[config.mk]
export PLATFORM = sky130hd
export DESIGN_NAME = fpep_top
export DESIGN_NICKNAME = d
export VERILOG_FILES = /design/src/fpep_pkg.sv /design/src/fpep_if.sv /design/src/fpep_guard.sv /design/src/fpep_overlap.sv /design/src/fpep_top.sv
export SDC_FILE = /design/constraint.sdc
export NUM_CORES = 1
export LEC_CHECK = 0
export ABC_AREA = 1
export BUFFER_PORTS_ARGS = -buffer_cell sky130_fd_sc_hd__clkbuf_2
export CORE_MARGIN = 10
export CORE_UTILIZATION = 55
export CTS_CLUSTER_DIAMETER = 200
export DETAILED_ROUTE_END_ITERATION = 10
export GPL_TIMING_DRIVEN = 0
export PLACE_DENSITY = 0.82
export SYNTH_ARGS = -nofsm -noshare
export SYNTH_HDL_FRONTEND = slang
export SYNTH_HIERARCHICAL = 1
export SYNTH_SLANG_ARGS = --single-unit
[constraint.sdc]
create_clock -name clk_sys -period 3 [get_ports clk_sys]
set_input_delay 0.3 -clock clk_sys [delete_from_list [all_inputs] [get_ports clk_sys]]
set_output_delay 0.3 -clock clk_sys [all_outputs]
set_load 0.005 [all_outputs]
[src/fpep_pkg.sv]
// Summary of operation
// RULE_01 - Software protection blocks program and erase even with program or erase bit set.
// RULE_02 - Only selected blocks may be altered; both select registers zero protects all.
// RULE_03 - Block and emulation protection still allow all three verify modes.
// RULE_04 - Exactly one overlap select bit set protects every block, erase for all at once.
// RULE_05 - RAM currently overlapped onto flash is not covered by emulation protection.
// RULE_06 - Hardware protection stops program and erase and clears control and select registers.
// RULE_07 - Without 12 V, registers stay cleared and program, erase and verify are off. The wait configuration register is kept here.
// RULE_08 - Any reset, watchdog included, or standby clears registers and disables all modes. Standby here keeps wait configuration and interrupt protection.
// RULE_09 - Outside party holds reset 20 ms at power-up, ten clocks in operation.
// RULE_10 - Interrupt during program or erase aborts at once, keeps registers, verify allowed.
// RULE_11 - After interrupt protection, program and erase stay off until a reset.
// RULE_12 - Flash reads while program or erase bit is set are marked invalid.
// RULE_13 - Both overlap bits, 12 V and an interrupt map RAM F800-F87F onto flash 0000-007F.
// RULE_14 - Software puts the interrupt vector at RAM F806 and then sets both overlap bits.
// RULE_15 - The non-maskable handler lies outside flash in modes 2 and 3.
// RULE_16 - Interrupt mask bit at 1 masks every source except the non-maskable one.
// RULE_17 - Boot mode sets both overlap bits and accepts only the non-maskable interrupt.
// RULE_18 - A boot user program without interrupts clears both overlap bits itself.
// RULE_19 - Overlap select bits are bits 7 and 6 of the wait configuration register.
// RULE_20 - Program and erase enables are the requests gated by every active protection.
package fpep_pkg;
	// Register offsets on the plain register port
	localparam logic [3:0] FPEP_OFS_FLASH_CTRL = 4'h0;
	localparam logic [3:0] FPEP_OFS_BLOCK_SEL_A = 4'h1;
	localparam logic [3:0] FPEP_OFS_BLOCK_SEL_B = 4'h2;
	localparam logic [3:0] FPEP_OFS_WAIT_CONFIG = 4'h3;
	localparam logic [3:0] FPEP_OFS_STATUS = 4'h4;
	// Flash control fields
	localparam int FPEP_FC_PROGRAM = 0;
	localparam int FPEP_FC_ERASE = 1;
	localparam int FPEP_FC_PROG_VFY = 2;
	localparam int FPEP_FC_ERASE_VFY = 3;
	localparam int FPEP_FC_PREW_VFY = 4;
	// Wait configuration fields
	localparam int FPEP_WC_OVL_HI = 7;
	localparam int FPEP_WC_OVL_LO = 6;
	// Status fields
	localparam int FPEP_ST_SW_PROT = 0;
	localparam int FPEP_ST_INT_PROT = 1;
	localparam int FPEP_ST_VPP_OK = 2;
	localparam int FPEP_ST_OVL_LIVE = 3;
	localparam int FPEP_ST_RD_VALID = 4;
	localparam int FPEP_ST_BOOT = 5;
	// Reset values
	localparam logic [7:0] FPEP_RST_FLASH_CTRL = 8'h00;
	localparam logic [7:0] FPEP_RST_BLOCK_SEL = 8'h00;
	localparam logic [7:0] FPEP_RST_WAIT_CONFIG = 8'h08;
	// Overlap address windows
	localparam logic [15:0] FPEP_RAM_BASE_A = 16'hf800;
	localparam logic [15:0] FPEP_RAM_BASE_B = 16'hf880;
	localparam logic [15:0] FPEP_ROM_LIMIT_11 = 16'h007f;
	localparam logic [15:0] FPEP_ROM_LO_01 = 16'h0080;
	localparam logic [15:0] FPEP_ROM_HI_01 = 16'h00ff;
	localparam logic [15:0] FPEP_ROM_HI_10 = 16'h017f;
	// Least reset hold during operation in system clocks, and at power-up in ms and in clocks
	localparam int FPEP_RST_RUN_CYC = 10;
	localparam int FPEP_RST_PWRUP_MS = 20;
	localparam int FPEP_CLK_MHZ = 50;
	localparam int FPEP_RST_PWRUP_CYC = FPEP_RST_PWRUP_MS * 1000 * FPEP_CLK_MHZ;
endpackage

[src/fpep_if.sv]
`timescale 1ns/1ns
interface fpep_if;
	// Protection decision group
	logic program_req;
	logic erase_req;
	logic [2:0] verify_req;
	logic [15:0] block_sel;
	logic ovl_hi;
	logic ovl_lo;
	logic hw_block;
	logic int_prot;
	logic program_en;
	logic erase_en;
	logic [2:0] verify_en;
	logic [15:0] block_en;
	logic sw_prot;
	// Overlap mapping group
	logic [15:0] cpu_addr;
	logic ovl_live;
	logic ram_hit;
	logic [15:0] ram_addr;
	modport main (output program_req, erase_req, verify_req, block_sel, ovl_hi, ovl_lo,
		hw_block, int_prot, cpu_addr, ovl_live,
		input program_en, erase_en, verify_en, block_en, sw_prot, ram_hit, ram_addr);
	modport guard (input program_req, erase_req, verify_req, block_sel, ovl_hi, ovl_lo,
		hw_block, int_prot, output program_en, erase_en, verify_en, block_en, sw_prot);
	modport ovl (input ovl_hi, ovl_lo, cpu_addr, ovl_live, output ram_hit, ram_addr);
endinterface

[src/fpep_guard.sv]
`timescale 1ns/1ns
module fpep_guard
	import fpep_pkg::*;
(
	// Decision signals
	fpep_if.guard pi
);
	logic blocks_none;
	logic emul_prot;

	// Software protection terms
	assign blocks_none = (pi.block_sel == 16'h0000); // see RULE_02
	assign emul_prot = pi.ovl_hi ^ pi.ovl_lo; // see RULE_04
	assign pi.sw_prot = blocks_none | emul_prot; // see RULE_01

	// Request gated by every protection in force
	assign pi.program_en = pi.program_req & ~pi.sw_prot & ~pi.hw_block & ~pi.int_prot; // see RULE_20
	assign pi.erase_en = pi.erase_req & ~pi.sw_prot & ~pi.hw_block & ~pi.int_prot; // see RULE_20

	// Emulation, hardware and interrupt protection stop all blocks together, else the selection applies
	assign pi.block_en = (emul_prot | pi.hw_block | pi.int_prot) ? 16'h0000 : pi.block_sel; // see RULE_04

	// Verify survives software and interrupt protection, not hardware clears
	assign pi.verify_en = pi.hw_block ? 3'h0 : pi.verify_req; // see RULE_03
endmodule

[src/fpep_overlap.sv]
`timescale 1ns/1ns
module fpep_overlap
	import fpep_pkg::*;
(
	// Clock and reset
	input wire logic clk_sys,
	input wire logic sys_rst,
	// Mapping signals
	fpep_if.ovl oi
);
	logic ram_hit_d;
	logic ram_hit_q;
	logic [15:0] ram_addr_d;
	logic [15:0] ram_addr_q;

	// Flash address to overlapping RAM address by select bits
	always_comb
	begin
		ram_hit_d = 1'b0;
		ram_addr_d = 16'h0000;
		case ({oi.ovl_hi, oi.ovl_lo})
			2'b01:
			begin
				ram_hit_d = (oi.cpu_addr >= FPEP_ROM_LO_01) && (oi.cpu_addr <= FPEP_ROM_HI_01);
				ram_addr_d = FPEP_RAM_BASE_B + (oi.cpu_addr - FPEP_ROM_LO_01);
			end
			2'b10:
			begin
				ram_hit_d = (oi.cpu_addr >= FPEP_ROM_LO_01) && (oi.cpu_addr <= FPEP_ROM_HI_10);
				ram_addr_d = FPEP_RAM_BASE_B + (oi.cpu_addr - FPEP_ROM_LO_01);
			end
			2'b11:
			begin
				ram_hit_d = oi.ovl_live && (oi.cpu_addr <= FPEP_ROM_LIMIT_11); // see RULE_13
				ram_addr_d = FPEP_RAM_BASE_A + oi.cpu_addr;
			end
			default:
			begin
				ram_hit_d = 1'b0;
				ram_addr_d = 16'h0000;
			end
		endcase
	end

	// Registered result; RAM hits bypass emulation protection
	always_ff @(posedge clk_sys or posedge sys_rst)
	begin
		if (sys_rst)
		begin
			ram_hit_q <= 1'b0;
			ram_addr_q <= 16'h0000;
		end
		else
		begin
			ram_hit_q <= ram_hit_d; // see RULE_05
			ram_addr_q <= ram_addr_d;
		end
	end

	assign oi.ram_hit = ram_hit_q;
	assign oi.ram_addr = ram_addr_q;
endmodule

[src/fpep_top.sv]
`timescale 1ns/1ns
module fpep_top
	import fpep_pkg::*;
#(
	parameter int BLOCKS_A = 8,
	parameter int BLOCKS_B = 8
)
(
	// Clock and reset
	input wire logic clk_sys,
	input wire logic sys_rst,
	// Register port
	input wire logic [3:0] reg_addr,
	input wire logic [7:0] reg_wdata,
	input wire logic reg_we,
	input wire logic reg_re,
	output logic [7:0] reg_rdata,
	// Hardware protection sources and boot strap
	input wire logic prog_voltage_ok,
	input wire logic wdt_reset,
	input wire logic standby_req,
	input wire logic boot_mode,
	// Interrupt sources
	input wire logic nmi_req,
	input wire logic irq_req,
	input wire logic irq_mask_bit,
	// Flash access from the CPU
	input wire logic [15:0] cpu_addr,
	output logic ram_hit,
	output logic [15:0] ram_addr,
	output logic flash_rd_valid,
	// Flash array controls and interrupt state
	output logic program_en,
	output logic erase_en,
	output logic prog_verify_en,
	output logic erase_verify_en,
	output logic prewrite_verify_en,
	output logic [15:0] block_en,
	output logic irq_taken,
	output logic int_prot
);
	fpep_if pif ();

	// Register contents
	logic [7:0] flash_ctrl_reg_q;
	logic [7:0] block_select_reg_a_q;
	logic [7:0] block_select_reg_b_q;
	logic [7:0] wait_config_reg_q;

	// Protection and overlap state
	logic int_prot_q;
	logic ovl_live_q;
	logic boot_q;
	logic boot_pend_q;

	// Register port decode and read path
	logic we_ctrl;
	logic we_sel_a;
	logic we_sel_b;
	logic we_wcfg;
	logic [7:0] reg_rdata_q;
	logic [7:0] status_d;

	// Hardware and interrupt terms
	logic hw_clear;
	logic hw_block;
	logic irq_accept;
	logic busy;

	// Registered array controls
	logic program_en_q;
	logic erase_en_q;
	logic [2:0] verify_en_q;
	logic [15:0] block_en_q;
	logic flash_rd_valid_q;

	// Writable mask of block selects, sized to the blocks present
	function automatic logic [7:0] sel_mask(input int n);
		logic [7:0] m;
		m = 8'h00;
		for (int i = 0; i < 8; i++)
		begin
			if (i < n)
			begin
				m[i] = 1'b1;
			end
		end
		return m;
	endfunction

	// Register write hit test
	function automatic logic wr_hit(input logic [3:0] a, input logic [3:0] ofs, input logic we);
		return we && (a == ofs);
	endfunction

	// Write strobes per register
	assign we_ctrl = wr_hit(reg_addr, FPEP_OFS_FLASH_CTRL, reg_we);
	assign we_sel_a = wr_hit(reg_addr, FPEP_OFS_BLOCK_SEL_A, reg_we);
	assign we_sel_b = wr_hit(reg_addr, FPEP_OFS_BLOCK_SEL_B, reg_we);
	assign we_wcfg = wr_hit(reg_addr, FPEP_OFS_WAIT_CONFIG, reg_we);

	// Clearing events: lost programming voltage, watchdog reset, standby
	assign hw_clear = ~prog_voltage_ok | wdt_reset | standby_req; // see RULE_06
	assign hw_block = hw_clear; // see RULE_07
	assign busy = flash_ctrl_reg_q[FPEP_FC_PROGRAM] | flash_ctrl_reg_q[FPEP_FC_ERASE];

	// Accepted interrupts; mask leaves only the non-maskable one, boot allows only it
	assign irq_accept = nmi_req | (irq_req & ~irq_mask_bit & ~boot_q); // see RULE_16

	// Flash control register
	always_ff @(posedge clk_sys or posedge sys_rst)
	begin
		if (sys_rst)
		begin
			flash_ctrl_reg_q <= FPEP_RST_FLASH_CTRL; // see RULE_08
		end
		else if (hw_clear)
		begin
			flash_ctrl_reg_q <= FPEP_RST_FLASH_CTRL; // see RULE_07
		end
		else if (we_ctrl)
		begin
			flash_ctrl_reg_q <= {3'h0, reg_wdata[4:0]};
		end
	end

	// Block select register A; held through interrupt protection
	always_ff @(posedge clk_sys or posedge sys_rst)
	begin
		if (sys_rst)
		begin
			block_select_reg_a_q <= FPEP_RST_BLOCK_SEL; // see RULE_08
		end
		else if (hw_clear)
		begin
			block_select_reg_a_q <= FPEP_RST_BLOCK_SEL; // see RULE_06
		end
		else if (we_sel_a)
		begin
			block_select_reg_a_q <= reg_wdata & sel_mask(BLOCKS_A);
		end
	end

	// Block select register B; held through interrupt protection
	always_ff @(posedge clk_sys or posedge sys_rst)
	begin
		if (sys_rst)
		begin
			block_select_reg_b_q <= FPEP_RST_BLOCK_SEL; // see RULE_08
		end
		else if (hw_clear)
		begin
			block_select_reg_b_q <= FPEP_RST_BLOCK_SEL; // see RULE_06
		end
		else if (we_sel_b)
		begin
			block_select_reg_b_q <= reg_wdata & sel_mask(BLOCKS_B);
		end
	end

	// Boot strap captured on the first edge after reset release
	always_ff @(posedge clk_sys or posedge sys_rst)
	begin
		if (sys_rst)
		begin
			boot_pend_q <= 1'b1;
			boot_q <= 1'b0;
		end
		else if (boot_pend_q)
		begin
			boot_pend_q <= 1'b0;
			boot_q <= boot_mode;
		end
	end

	// Wait configuration register holding the overlap selects
	always_ff @(posedge clk_sys or posedge sys_rst)
	begin
		if (sys_rst)
		begin
			wait_config_reg_q <= FPEP_RST_WAIT_CONFIG;
		end
		else if (wdt_reset)
		begin
			wait_config_reg_q <= FPEP_RST_WAIT_CONFIG;
		end
		else if (we_wcfg)
		begin
			wait_config_reg_q <= reg_wdata;
		end
		else if (boot_pend_q && boot_mode)
		begin
			wait_config_reg_q[FPEP_WC_OVL_HI] <= 1'b1; // see RULE_17
			wait_config_reg_q[FPEP_WC_OVL_LO] <= 1'b1;
		end
	end

	// Interrupt protection latches until a reset
	always_ff @(posedge clk_sys or posedge sys_rst)
	begin
		if (sys_rst)
		begin
			int_prot_q <= 1'b0;
		end
		else if (irq_accept && busy && !hw_clear)
		begin
			int_prot_q <= 1'b1; // see RULE_10
		end
		else if (wdt_reset)
		begin
			int_prot_q <= 1'b0; // see RULE_11
		end
	end

	// Overlap goes live when an interrupt arrives with both selects and 12 V
	always_ff @(posedge clk_sys or posedge sys_rst)
	begin
		if (sys_rst)
		begin
			ovl_live_q <= 1'b0;
		end
		else if (!pif.ovl_hi || !pif.ovl_lo || !prog_voltage_ok)
		begin
			ovl_live_q <= 1'b0;
		end
		else if (irq_accept)
		begin
			ovl_live_q <= 1'b1; // see RULE_13
		end
	end

	// Drive the shared decision and mapping signals
	assign pif.program_req = flash_ctrl_reg_q[FPEP_FC_PROGRAM];
	assign pif.erase_req = flash_ctrl_reg_q[FPEP_FC_ERASE];
	assign pif.verify_req = {flash_ctrl_reg_q[FPEP_FC_PREW_VFY],
		flash_ctrl_reg_q[FPEP_FC_ERASE_VFY], flash_ctrl_reg_q[FPEP_FC_PROG_VFY]};
	assign pif.block_sel = {block_select_reg_b_q, block_select_reg_a_q};
	assign pif.ovl_hi = wait_config_reg_q[FPEP_WC_OVL_HI]; // see RULE_19
	assign pif.ovl_lo = wait_config_reg_q[FPEP_WC_OVL_LO]; // see RULE_19
	assign pif.hw_block = hw_block;
	assign pif.int_prot = int_prot_q | (irq_accept & busy); // see RULE_10

	// Mapping inputs to the overlap decoder
	assign pif.cpu_addr = cpu_addr;
	assign pif.ovl_live = ovl_live_q;

	// Protection decision
	fpep_guard fpep_guard_inst (
		.pi(pif.guard)
	);

	// RAM overlap mapping
	fpep_overlap fpep_overlap_inst (
		.clk_sys(clk_sys),
		.sys_rst(sys_rst),
		.oi(pif.ovl)
	);

	// Registered array controls
	always_ff @(posedge clk_sys or posedge sys_rst)
	begin
		if (sys_rst)
		begin
			program_en_q <= 1'b0;
			erase_en_q <= 1'b0;
			verify_en_q <= 3'h0;
			block_en_q <= 16'h0000;
		end
		else
		begin
			program_en_q <= pif.program_en; // see RULE_20
			erase_en_q <= pif.erase_en;
			verify_en_q <= pif.verify_en; // see RULE_03
			block_en_q <= pif.block_en; // see RULE_02
		end
	end

	// Read validity flag for vector fetch and other flash reads
	always_ff @(posedge clk_sys or posedge sys_rst)
	begin
		if (sys_rst)
		begin
			flash_rd_valid_q <= 1'b1;
		end
		else
		begin
			flash_rd_valid_q <= ~(pif.program_req | pif.erase_req) | hw_clear; // see RULE_12
		end
	end

	// Status word showing protection state
	always_comb
	begin
		status_d = 8'h00;
		status_d[FPEP_ST_SW_PROT] = pif.sw_prot; // see RULE_01
		status_d[FPEP_ST_INT_PROT] = int_prot_q;
		status_d[FPEP_ST_VPP_OK] = prog_voltage_ok;
		status_d[FPEP_ST_OVL_LIVE] = ovl_live_q;
		status_d[FPEP_ST_RD_VALID] = flash_rd_valid_q;
		status_d[FPEP_ST_BOOT] = boot_q;
	end

	// Read data one cycle after the read strobe, zero when idle or unmapped
	always_ff @(posedge clk_sys or posedge sys_rst)
	begin
		if (sys_rst)
		begin
			reg_rdata_q <= 8'h00;
		end
		else if (reg_re)
		begin
			case (reg_addr)
				FPEP_OFS_FLASH_CTRL: reg_rdata_q <= flash_ctrl_reg_q;
				FPEP_OFS_BLOCK_SEL_A: reg_rdata_q <= block_select_reg_a_q;
				FPEP_OFS_BLOCK_SEL_B: reg_rdata_q <= block_select_reg_b_q;
				FPEP_OFS_WAIT_CONFIG: reg_rdata_q <= wait_config_reg_q;
				FPEP_OFS_STATUS: reg_rdata_q <= status_d;
				default: reg_rdata_q <= 8'h00;
			endcase
		end
		else
		begin
			reg_rdata_q <= 8'h00;
		end
	end

	// Register read data
	assign reg_rdata = reg_rdata_q;

	// Array controls
	assign program_en = program_en_q;
	assign erase_en = erase_en_q;
	assign prog_verify_en = verify_en_q[0];
	assign erase_verify_en = verify_en_q[1];
	assign prewrite_verify_en = verify_en_q[2];
	assign block_en = block_en_q;

	// Read validity, overlap mapping and interrupt state
	assign flash_rd_valid = flash_rd_valid_q;
	assign ram_hit = pif.ram_hit;
	assign ram_addr = pif.ram_addr;
	assign irq_taken = irq_accept; // Combinational accept strobe
	assign int_prot = int_prot_q;
endmodule

==> results of run 1 <==
==> cells by family (layout without fill, tap and decap cells) <==
logic type	count (synthesis)	in the layout	synth area share, %
XOR/XNOR	1	1	0.248
flip-flops	80	80	56.8
adder cells (fa/ha/maj)	4	4	1.42
AND/OR/NAND/NOR	244	244	29.4
buffers and inverters	74	177	8.57
other	1	1	0.106
AO/OA/AOI/OAI	21	21	3.51
==> cells in the final DEF, fill, tap and decap left out, types with 4 or more instances in the layout <==
cell type,n
nand2_1,109
clkbuf_2,86
dfrtp_1,77
nor2_1,76
inv_1,65
nand3_1,41
clkbuf_8,13
o21ai_0,11
nand4_1,7
nor2_2,5
a21oi_1,5
ha_1,4
==> worst max path at each step <==
stage,start,to,slack (ns),cells after the start
floorplan,sys_rst,block_en[0]$_DFF_PP0_,1.14,1
global placement,sys_rst,flash_ctrl_reg_q[4]$_DFFE_PP0P_,0.47,2
detailed placement,wdt_reset,block_en[8]$_DFF_PP0_,1.27,7
CTS,wait_config_reg_q[6]$_DFFE_PP0P_,fpep_overlap_inst/oi.ram_addr[2]$_DFF_PP0_,1.45,5
global route,wait_config_reg_q[6]$_DFFE_PP0P_,fpep_overlap_inst/oi.ram_addr[12]$_DFF_PP0_,1.35,5
finish,wait_config_reg_q[6]$_DFFE_PP0P_,fpep_overlap_inst/oi.ram_addr[2]$_DFF_PP0_,1.45,5
==> sequential cells by signal, indices dropped and copies added, names as in the netlist <==
| signal | flops |
|---|---|
| ovl_live_q | 1 |
| int_prot | 1 |
| wait_config_reg_q | 8 |
| boot_q | 1 |
| flash_ctrl_reg_q | 5 |
| verify_en_q | 3 |
| flash_rd_valid | 1 |
| fpep_overlap_inst/oi.ram_addr | 16 |
| block_select_reg_a_q | 8 |
| boot_pend_q | 1 |
| reg_rdata | 8 |
| program_en | 1 |
| fpep_overlap_inst/oi.ram_hit | 1 |
| block_en | 16 |
| erase_en | 1 |
| block_select_reg_b_q | 8 |
==> routing by layer <==
metal / wire length (um) / part of all wire (%)
met5: 0 / 0
met4: 204 / 2.3
met1: 3680 / 42
met2: 4260 / 48
met3: 671 / 7.6
==> where the power goes <==
group / switching (mW) / internal [mW]
registers: 0.0266 / 1.12
clock network: 0.376 / 0.368
logic: 0.150 / 0.0844
==> layout make-up <==
cell class,instances,area share (%)
sequential,80,47.0
multi-input combinational,271,28.7
timing repair buffer,87,10.5
inverter,68,5.98
clock buffer,12,3.87
tap,77,2.26
buffer,6,1.11
clock inverter,4,0.615
==> results.yml, run 1 <==
synthesis:
  synth_top_cells_by_count: "109 x nand2_1, 77 x dfrtp_1, 76 x nor2_1"
  synthFlopType: "dfrtp_1"
  yosysSeqAreaShare_pct: 56.8
  synth.avg_cell_area_um2: 8.31
  ys_warn_count: 6
  yosysMostFrequentCell: "nand2_1"
  syn_area_um2: 3530
  synth_top_area_share_pct: 54.6
  syn_nets: 468
  yosysUniqueCellTypes: 28
  synth-edff-count: 0
  yosysTopAreaCell: "dfrtp_1"
  synthCells: 425
  ys_seq_elements: 80
  ys_top_cells_by_area: "dfrtp_1 55%, nand2_1 12%, nor2_1 8.1%"
  async_reset_ff_share_pct: 100
placement:
  pre_cts_slack_ns: 1.27
  routabilityCongestion: 0.908
  portBuffers: 86
  hpwl_mm: 6.97
  placed_cell_area_um2: 4080
  place_inst: 589
grt:
  met3_usage_pct: 4.53
  grt_pass1_vias: 3066
  grt_max_degree: 37
  grt_pass1_wl_mm: 14.7
  grt-busiest-layer: "met2"
  use_met2_pct: 28.6
  grt_util_met1_pct: 23.1
  antenna_found_initial: 0
  overflow: 0
  grt_use_total_pct: 18.3
detailed_routing:
  first_pass_iters: 4
  wl_mm: 8.81
  ant_nets: 0
  via_count: 3048
  viasPerCell: 5.04
  drtIter0Drc: 169
  drc: 0
  wl_per_cell_um: 14.6
clock_network:
  cts_root_buf: "clkbuf_8"
  cts-resized-gates: 0
  clock_sinks: 80
  cts_tree: "yes"
  clk_latency_ns: 0.35
  htree_levels: 3
  ctsHoldBuffers: 0
  clkTransAtPathRegs_ns: 0.08
  cts_setup_buffers: 0
  clock_path_buffers: 2
  cts_buffers: 9
worst_setup_path:
  reg2reg_depth: 5
  startpoint_type: "flop"
  crit_path_end_kind: "flop"
  max_stage_delay_ns: 0.49
  cp_slowest_cell: "dfrtp_1"
  path_buf_inv: 2
  rr_startpoint: "wait_config_reg_q[6]$_DFFE_PP0P_"
  crit_family: "flip-flops"
  criticalPathCategory: "reg2reg"
  r2r_end: "fpep_overlap_inst/oi.ram_addr[2]$_DFF_PP0_"
  cp.required_ns: 3.25
  path_cells: "inv_1, ha_1, o21ai_4, buf_4, nor2_1"
  worstPathMaxFanout: 10
  r2r_slack_ns: 1.45
  worst_ep_arrival_time_ns: 1.80
cells_and_area:
  instances_no_fill: 605
  nNetsFinal: 566
  syn_to_final_growth_pct: 20.9
  fin_area_um2: 4270
  post-route-util_pct: 68.0
  layout-drive-gt1-share_pct: 24.1
  diodes: 0
  multiInputGateArea_um2: 1220
  seq_area_um2: 2010
  nFillCells: 514
pwr:
  p_leak_nw: 2.46
  ir_drop_mv: 0.306
  powerDensity_nw_per_um2: 497
  total_power_mw: 2.12
floorplan:
  fp.dieW_um: 100
  core_um2: 6280
  row_count: 29
  start_util_pct: 56.3
  die_h_um: 100
  pin_count: 88
  die_area_um2: 10000
sta:
  hold_viol: 0
  max_freq_mhz: 646
  worst_pin_slew_ns: 0.607
  fin_hold_ws_ns: 0.00631
  postLayoutSetupSlackWorst_ns: 1.45
  rsz0062_at_grt: "false"
  relSlewSlack_pct: 59.5
  slew_viol_final: 0
  layout_worst_path_cycle_share_pct: 51.6
  fin_skew_ns: 0.00573
  setup_viol_count_final: 0
  min_period_ns: 1.55
  fin_setup_tns_ns: 0
job:
  drv_cap: 0
hold_path:
  hold_class: "in2async"
outcome:
  status: "completed"
Power figures use the tool's default switching activity.
==> run 2: changes to the inputs <==
Settings changed: ABC_AREA 1 to 0, CORE_UTILIZATION 55 to 48, PLACE_DENSITY 0.82 to 0.76.
Clock period 3 ns to 1.3 ns, I/O delays scaled along.
==> run 2 against run 1 <==
  * The run now ends with negative setup slack left
  * Highest routed layer unchanged
  * Largest power group unchanged
  * Wire length increased by 15%
  * Area after synthesis unchanged
  * Worst hold slack improved by 0.0059 ns
==> results.yml, run 2 <==
outcome:
  status: "finished, violations left"
  violations: "negative setup slack"
grt:
  grt_pass1_vias: 2982
  overflow: 0
  grt_max_degree: 64
  grt_use_total_pct: 17.4
  antenna_found_initial: 0
  grt_pass1_wl_mm: 15.6
synthesis:
  synth_top_cells_by_count: "77 x dfrtp_1, 34 x a21oi_1, 27 x and2_1"
  syn_nets: 368
  synth_top_area_share_pct: 54.6
  synth-edff-count: 0
  yosysMostFrequentCell: "dfrtp_1"
  synthCells: 325
  ys_top_cells_by_area: "dfrtp_1 55%, a21oi_1 4.8%, and2_1 4.8%"
  async_reset_ff_share_pct: 100
  syn_area_um2: 3530
  synthFlopType: "dfrtp_1"
  ys_warn_count: 6
  yosysUniqueCellTypes: 46
  synth.avg_cell_area_um2: 10.9
  yosysTopAreaCell: "dfrtp_1"
  ys_seq_elements: 80
  yosysSeqAreaShare_pct: 56.8
detailed_routing:
  ant_nets: 0
  via_count: 2967
  wl_per_cell_um: 18.5
  top_layer_used: "met4"
  m1WireLength_mm: 4.03
  first_pass_iters: 7
  wl_met2_mm: 5.07
  drtIter0Drc: 206
  viasPerCell: 5.43
  wl_mm: 10.1
  met3RoutedLength_um: 806
  drc: 0
cells_and_area:
  seq_area_um2: 2010
  multiInputGateArea_um2: 1530
  instances_no_fill: 546
  diodes: 0
  mostFrequentLayoutCell: "clkbuf_2"
  fin_area_um2: 4640
  layout-drive-gt1-share_pct: 42.1
  nNetsFinal: 485
  syn_to_final_growth_pct: 31.4
  post-route-util_pct: 64.3
  final_cell_mix: "86 x clkbuf_2, 75 x dfrtp_1, 33 x a21oi_1, 26 x nand3_1, 22 x o21ai_1"
  nFillCells: 597
worst_setup_path:
  path_buf_inv: 0
  criticalPathCategory: "reg2reg"
  max_stage_delay_ns: 0.44
  r2r_end: "reg_rdata[0]$_DFF_PP0_"
  worst_ep_arrival_time_ns: 1.80
  path_cells: "nor4_4, nand4_1, nand2b_1, mux2_4, a22oi_2, a21oi_1"
  cp.required_ns: 1.57
  startpoint_type: "flop"
  crit_path_end_kind: "flop"
  worstPathMaxFanout: 4
  rr_startpoint: "block_select_reg_a_q[0]$_DFFE_PP0P_"
  crit_family: "simple AND/OR/NAND/NOR gates"
  r2r_slack_ns: -0.23
  reg2reg_depth: 6
  cp_slowest_cell: "dfrtp_1"
sta:
  postLayoutSetupSlackWorst_ns: -0.235
  max_freq_mhz: 652
  min_period_ns: 1.53
  slew_viol_final: 0
  setup_viol_count_final: 36
  hold_viol: 0
  fin_setup_tns_ns: -3.69
  fin_hold_ws_ns: 0.0122
  worst_pin_slew_ns: 0.614
  fin_skew_ns: 0.00813
  layout_worst_path_cycle_share_pct: 118
  relSlewSlack_pct: 59.0
  rsz0062_at_grt: "true"
floorplan:
  start_util_pct: 49.0
  fp.dieW_um: 106
  core_um2: 7210
  die_area_um2: 11200
  row_count: 31
  pin_count: 88
  die_h_um: 106
hold_path:
  hold_path_startpoint: "cpu_addr[3]"
  hold_class: "in2reg"
  hold_path_depth: 2
  hold_end: "fpep_overlap_inst/oi.ram_addr[3]$_DFF_PP0_"
pwr:
  total_power_mw: 4.87
  ir_drop_mv: 0.493
  powerDensity_nw_per_um2: 1050
  p_leak_nw: 2.21
placement:
  routabilityCongestion: 0.912
  place_inst: 508
  portBuffers: 84
  pre_cts_slack_ns: -0.444
  hpwl_mm: 6.91
  placed_cell_area_um2: 4090
clock_network:
  cts_tree: "yes"
  clock_sinks: 80
  htree_levels: 3
  clkTransAtPathRegs_ns: 0.08
  clock_path_buffers: 2
  cts_root_buf: "clkbuf_8"
  clk_latency_ns: 0.35
  cts_buffers: 9
job:
  drv_cap: 0
==> run 2: logic make-up after synthesis <==
group,synth area share [%]
DFF,56.8
muxes,3.83
xor gates and xnor gates,0.744
adders and majority gates,1.42
buffers and inverters,4.32
and+or+nand+nor,19.7
AOI/OAI and AO/OA,13.1
other,0.106
==> run 2: layout make-up <==
| class | count | area share (%) |
|---|---|---|
| Inverter | 9 | 0.863 |
| Buffer | 19 | 2.72 |
| Clock buffer | 11 | 3.26 |
| Sequential cell | 80 | 43.3 |
| Tap cell | 99 | 2.67 |
| Timing Repair Buffer | 106 | 13.6 |
| Clock inverter | 5 | 0.674 |
| Multi-Input combinational cell | 217 | 32.9 |
==> run 2: how the worst max path moves through the flow <==
| stage | end | from | cells after the start |
|---|---|---|---|
| floorplan | reg_rdata[0]$_DFF_PP0_ | wait_config_reg_q[7]$_DFFE_PP0P_ | 5 |
| global placement | block_en[11]$_DFF_PP0_ | wdt_reset | 7 |
| detailed placement | block_en[14]$_DFF_PP0_ | wdt_reset | 7 |
| CTS | reg_rdata[0]$_DFF_PP0_ | block_select_reg_a_q[0]$_DFFE_PP0P_ | 6 |
| global route | reg_rdata[0]$_DFF_PP0_ | block_select_reg_b_q[0]$_DFFE_PP0P_ | 6 |
| finish | reg_rdata[0]$_DFF_PP0_ | block_select_reg_a_q[0]$_DFFE_PP0P_ | 6 |
==> run 2: repair_timing <==
action	4_1_cts	5_1_grt
buffers inserted	8	4
pin swaps	8	8
endpoints found under the hold margin	20	23
resized for setup	31	18
hold buffers	4	4
gates cloned	1	0
endpoints found under the setup margin	37	37
==> run 2: routing by layer <==
metal  global-route usage, %  up-vias
li1                        -     1379
met1                    21.3     1442
met2                    27.7      131
met3                    6.27       15
met4                    6.29        0
met5                       0        -
==> run 2: worst reg2reg max path: stages (launching register included) <==
cell      delay [ns]
dfrtp_1         0.44
nor4_4          0.31
nand4_1         0.18
nand2b_1        0.12
mux2_4          0.17
a22oi_2         0.07
a21oi_1         0.17
==> run 2: power breakdown <==
part           switching, mW  leakage (nW)  internal (mW)  total, mW
clock                  0.881        0.0951          0.791       1.67
sequential            0.0267          1.10           2.53       2.56
combinational          0.358          1.02          0.286      0.644
==> run 3: changes to the inputs <==
Settings changed: CORE_UTILIZATION 48 to 55, PLACE_DENSITY 0.76 to 0.82, SETUP_SLACK_MARGIN set to 0.1.
Clock period 1.3 ns to 1.9 ns, I/O delays scaled along.
==> run 3 against run 2 <==
  * The run now ends clean
  * Critical path depth is the same
  * Clock power shrank 24%
  * Largest cell class unchanged
  * Count of clock-buffer cells in the layout shrank 1
  * Worst hold slack gained 0.019 ns
  * Highest routed layer unchanged
  * Cell count shrank 7.7%
  * Critical endpoint unchanged
  * Core utilization grew 4.0 points
  * Sequential power shrank 32%
==> results.yml, run 3 (synthesis gave the netlist of run 2 again) <==
clock_network:
  cts_buffers: 9
  htree_levels: 3
  clock_sinks: 80
  clkTransAtPathRegs_ns: 0.09
  cts_tree: "yes"
  cts_root_buf: "clkbuf_8"
  cts_setup_buffers: 0
  clock_path_buffers: 2
  clk_latency_ns: 0.36
floorplan:
  row_count: 29
  start_util_pct: 56.3
  die_h_um: 100
  fp.dieW_um: 100
  core_um2: 6280
  pin_count: 88
  die_area_um2: 10000
detailed_routing:
  drc: 0
  via_count: 2899
  first_pass_iters: 5
  drtIter0Drc: 268
  ant_nets: 0
  wl_mm: 9.03
  wl_per_cell_um: 17.9
  viasPerCell: 5.75
cells_and_area:
  layout-drive-gt1-share_pct: 33.0
  final_cell_mix: "85 x clkbuf_2, 77 x dfrtp_1, 34 x a21oi_1, 27 x and2_1, 26 x nand3_1"
  nNetsFinal: 465
  diodes: 0
  nFillCells: 498
  syn_to_final_growth_pct: 21.5
  mostFrequentLayoutCell: "clkbuf_2"
sta:
  worst_pin_slew_ns: 0.675
  slew_viol_final: 0
  relSlewSlack_pct: 54.9
  rsz0062_at_grt: "false"
  hold_viol: 0
  layout_worst_path_cycle_share_pct: 87.9
  fin_setup_tns_ns: 0
  max_freq_mhz: 599
  fin_skew_ns: 0.00917
  min_period_ns: 1.67
  setup_viol_count_final: 0
  fin_hold_ws_ns: 0.0316
hold_path:
  hold_class: "in2reg"
worst_setup_path:
  max_stage_delay_ns: 0.44
  worst_ep_arrival_time_ns: 1.95
  path_cells: "nor4_2, nand4_1, nand2b_1, mux2_2, a22oi_1, a21oi_1"
  worstPathMaxFanout: 4
  startpoint_type: "flop"
  cp.required_ns: 2.17
  cp_slowest_cell: "dfrtp_1"
  crit_family: "simple AND/OR/NAND/NOR gates"
  path_buf_inv: 0
  crit_path_end_kind: "flop"
  criticalPathCategory: "reg2reg"
outcome:
  status: "completed"
pwr:
  ir_drop_mv: 0.622
  p_leak_nw: 2.09
  powerDensity_nw_per_um2: 779
job:
  drv_cap: 0
grt:
  overflow: 0
  grt_pass1_wl_mm: 14.9
  antenna_found_initial: 0
  grt_max_degree: 34
  grt_use_total_pct: 18.5
  grt_pass1_vias: 2917
placement:
  hpwl_mm: 6.95
  routabilityCongestion: 0.930
  portBuffers: 84
## run 3: cell types whose count changed in the layout (fill, tap and decap cells not counted), moves of 5 or more
| cell | previous run | this run |
|---|---|---|
| and2_4 | 11 | 0 |
| and2_1 | 16 | 27 |
| dlygate4sd3_1 | 8 | 1 |
| buf_4 | 9 | 0 |
| buf_6 | 10 | 5 |
| nor2_1 | 9 | 15 |
## run 3: routing by layer
metal | track usage [%] | vias to the layer above | share of wire, %
li1 | - | 1341 | -
met1 | 22.8 | 1404 | 43
met2 | 29.0 | 141 | 47
met3 | 7.14 | 13 | 9.3
met4 | 6.41 | 0 | 1.4
met5 | 0 | - | 0
## run 3: per-stage QoR
| stage | instance area (um2) | total power, mW | worst slack (ns) | util [%] | instances |
|---|---|---|---|---|---|
| after floorplan | 3530 | 1.96 | 0.145 | - | 325 |
| after global routing | 4290 | 3.48 | 0.121 | 68.3 | 504 |
| after CTS | 4280 | 3.37 | 0.191 | 68.2 | 504 |
| after detailed placement | 4070 | 2.10 | 0.0626 | 64.8 | 487 |
| after global placement | 4050 | 2.08 | -0.499 | 64.5 | 486 |
| final | 4290 | 3.34 | 0.230 | 68.3 | 504 |
## run 3: cell type report
cell class | count | area, um2 | share of cell area [%]
Buffer | 19 | 119 | 2.77
Clock buffer | 10 | 138 | 3.21
Clock inverter | 6 | 67.6 | 1.57
Inverter | 9 | 33.8 | 0.787
Multi-Input combinational cell | 217 | 1380 | 32.2
Sequential cell | 80 | 2010 | 46.7
Tap cell | 77 | 96.3 | 2.25
Timing Repair Buffer | 86 | 450 | 10.5
## run 3: power by group
group	total (mW)	switching (mW)	internal, mW	leakage (nW)
clock network	1.27	0.628	0.646	0.0989
registers	1.75	0.0176	1.73	1.10
logic	0.319	0.196	0.123	0.893
total	3.34	0.841	2.50	2.09
## run 3: what timing repair did
item	in CTS	in global routing
setup endpoints to repair	0	4
gates resized for setup	0	1
endpoints found under the hold margin	49	0
hold buffers	1	0
## run 3: worst register-to-register path, stage by stage (launching register included)
cell      delay, ns
dfrtp_1        0.44
nor4_2         0.36
nand4_1        0.23
nand2b_1       0.12
mux2_2         0.15
a22oi_1        0.09
a21oi_1        0.19
## run 3: worst paths after layout
check	startpoint	end	slack (ns)	cells after the start
worst max-delay path	block_select_reg_a_q[3]$_DFFE_PP0P_	reg_rdata[0]$_DFF_PP0_	0.23	6
worst max register to register	block_select_reg_a_q[3]$_DFFE_PP0P_	reg_rdata[0]$_DFF_PP0_	0.23	6
max in group asynchronous	sys_rst	boot_pend_q$_DFF_PP1_	0.74	4
worst min register to register	flash_ctrl_reg_q[2]$_DFFE_PP0P_	verify_en_q[0]$_DFF_PP0_	0.56	1
min in group asynchronous	sys_rst	fpep_overlap_inst/oi.ram_addr[9]$_DFF_PP0_	0.45	3
worst min-delay path	cpu_addr[11]	fpep_overlap_inst/oi.ram_addr[11]$_DFF_PP0_	0.03	2
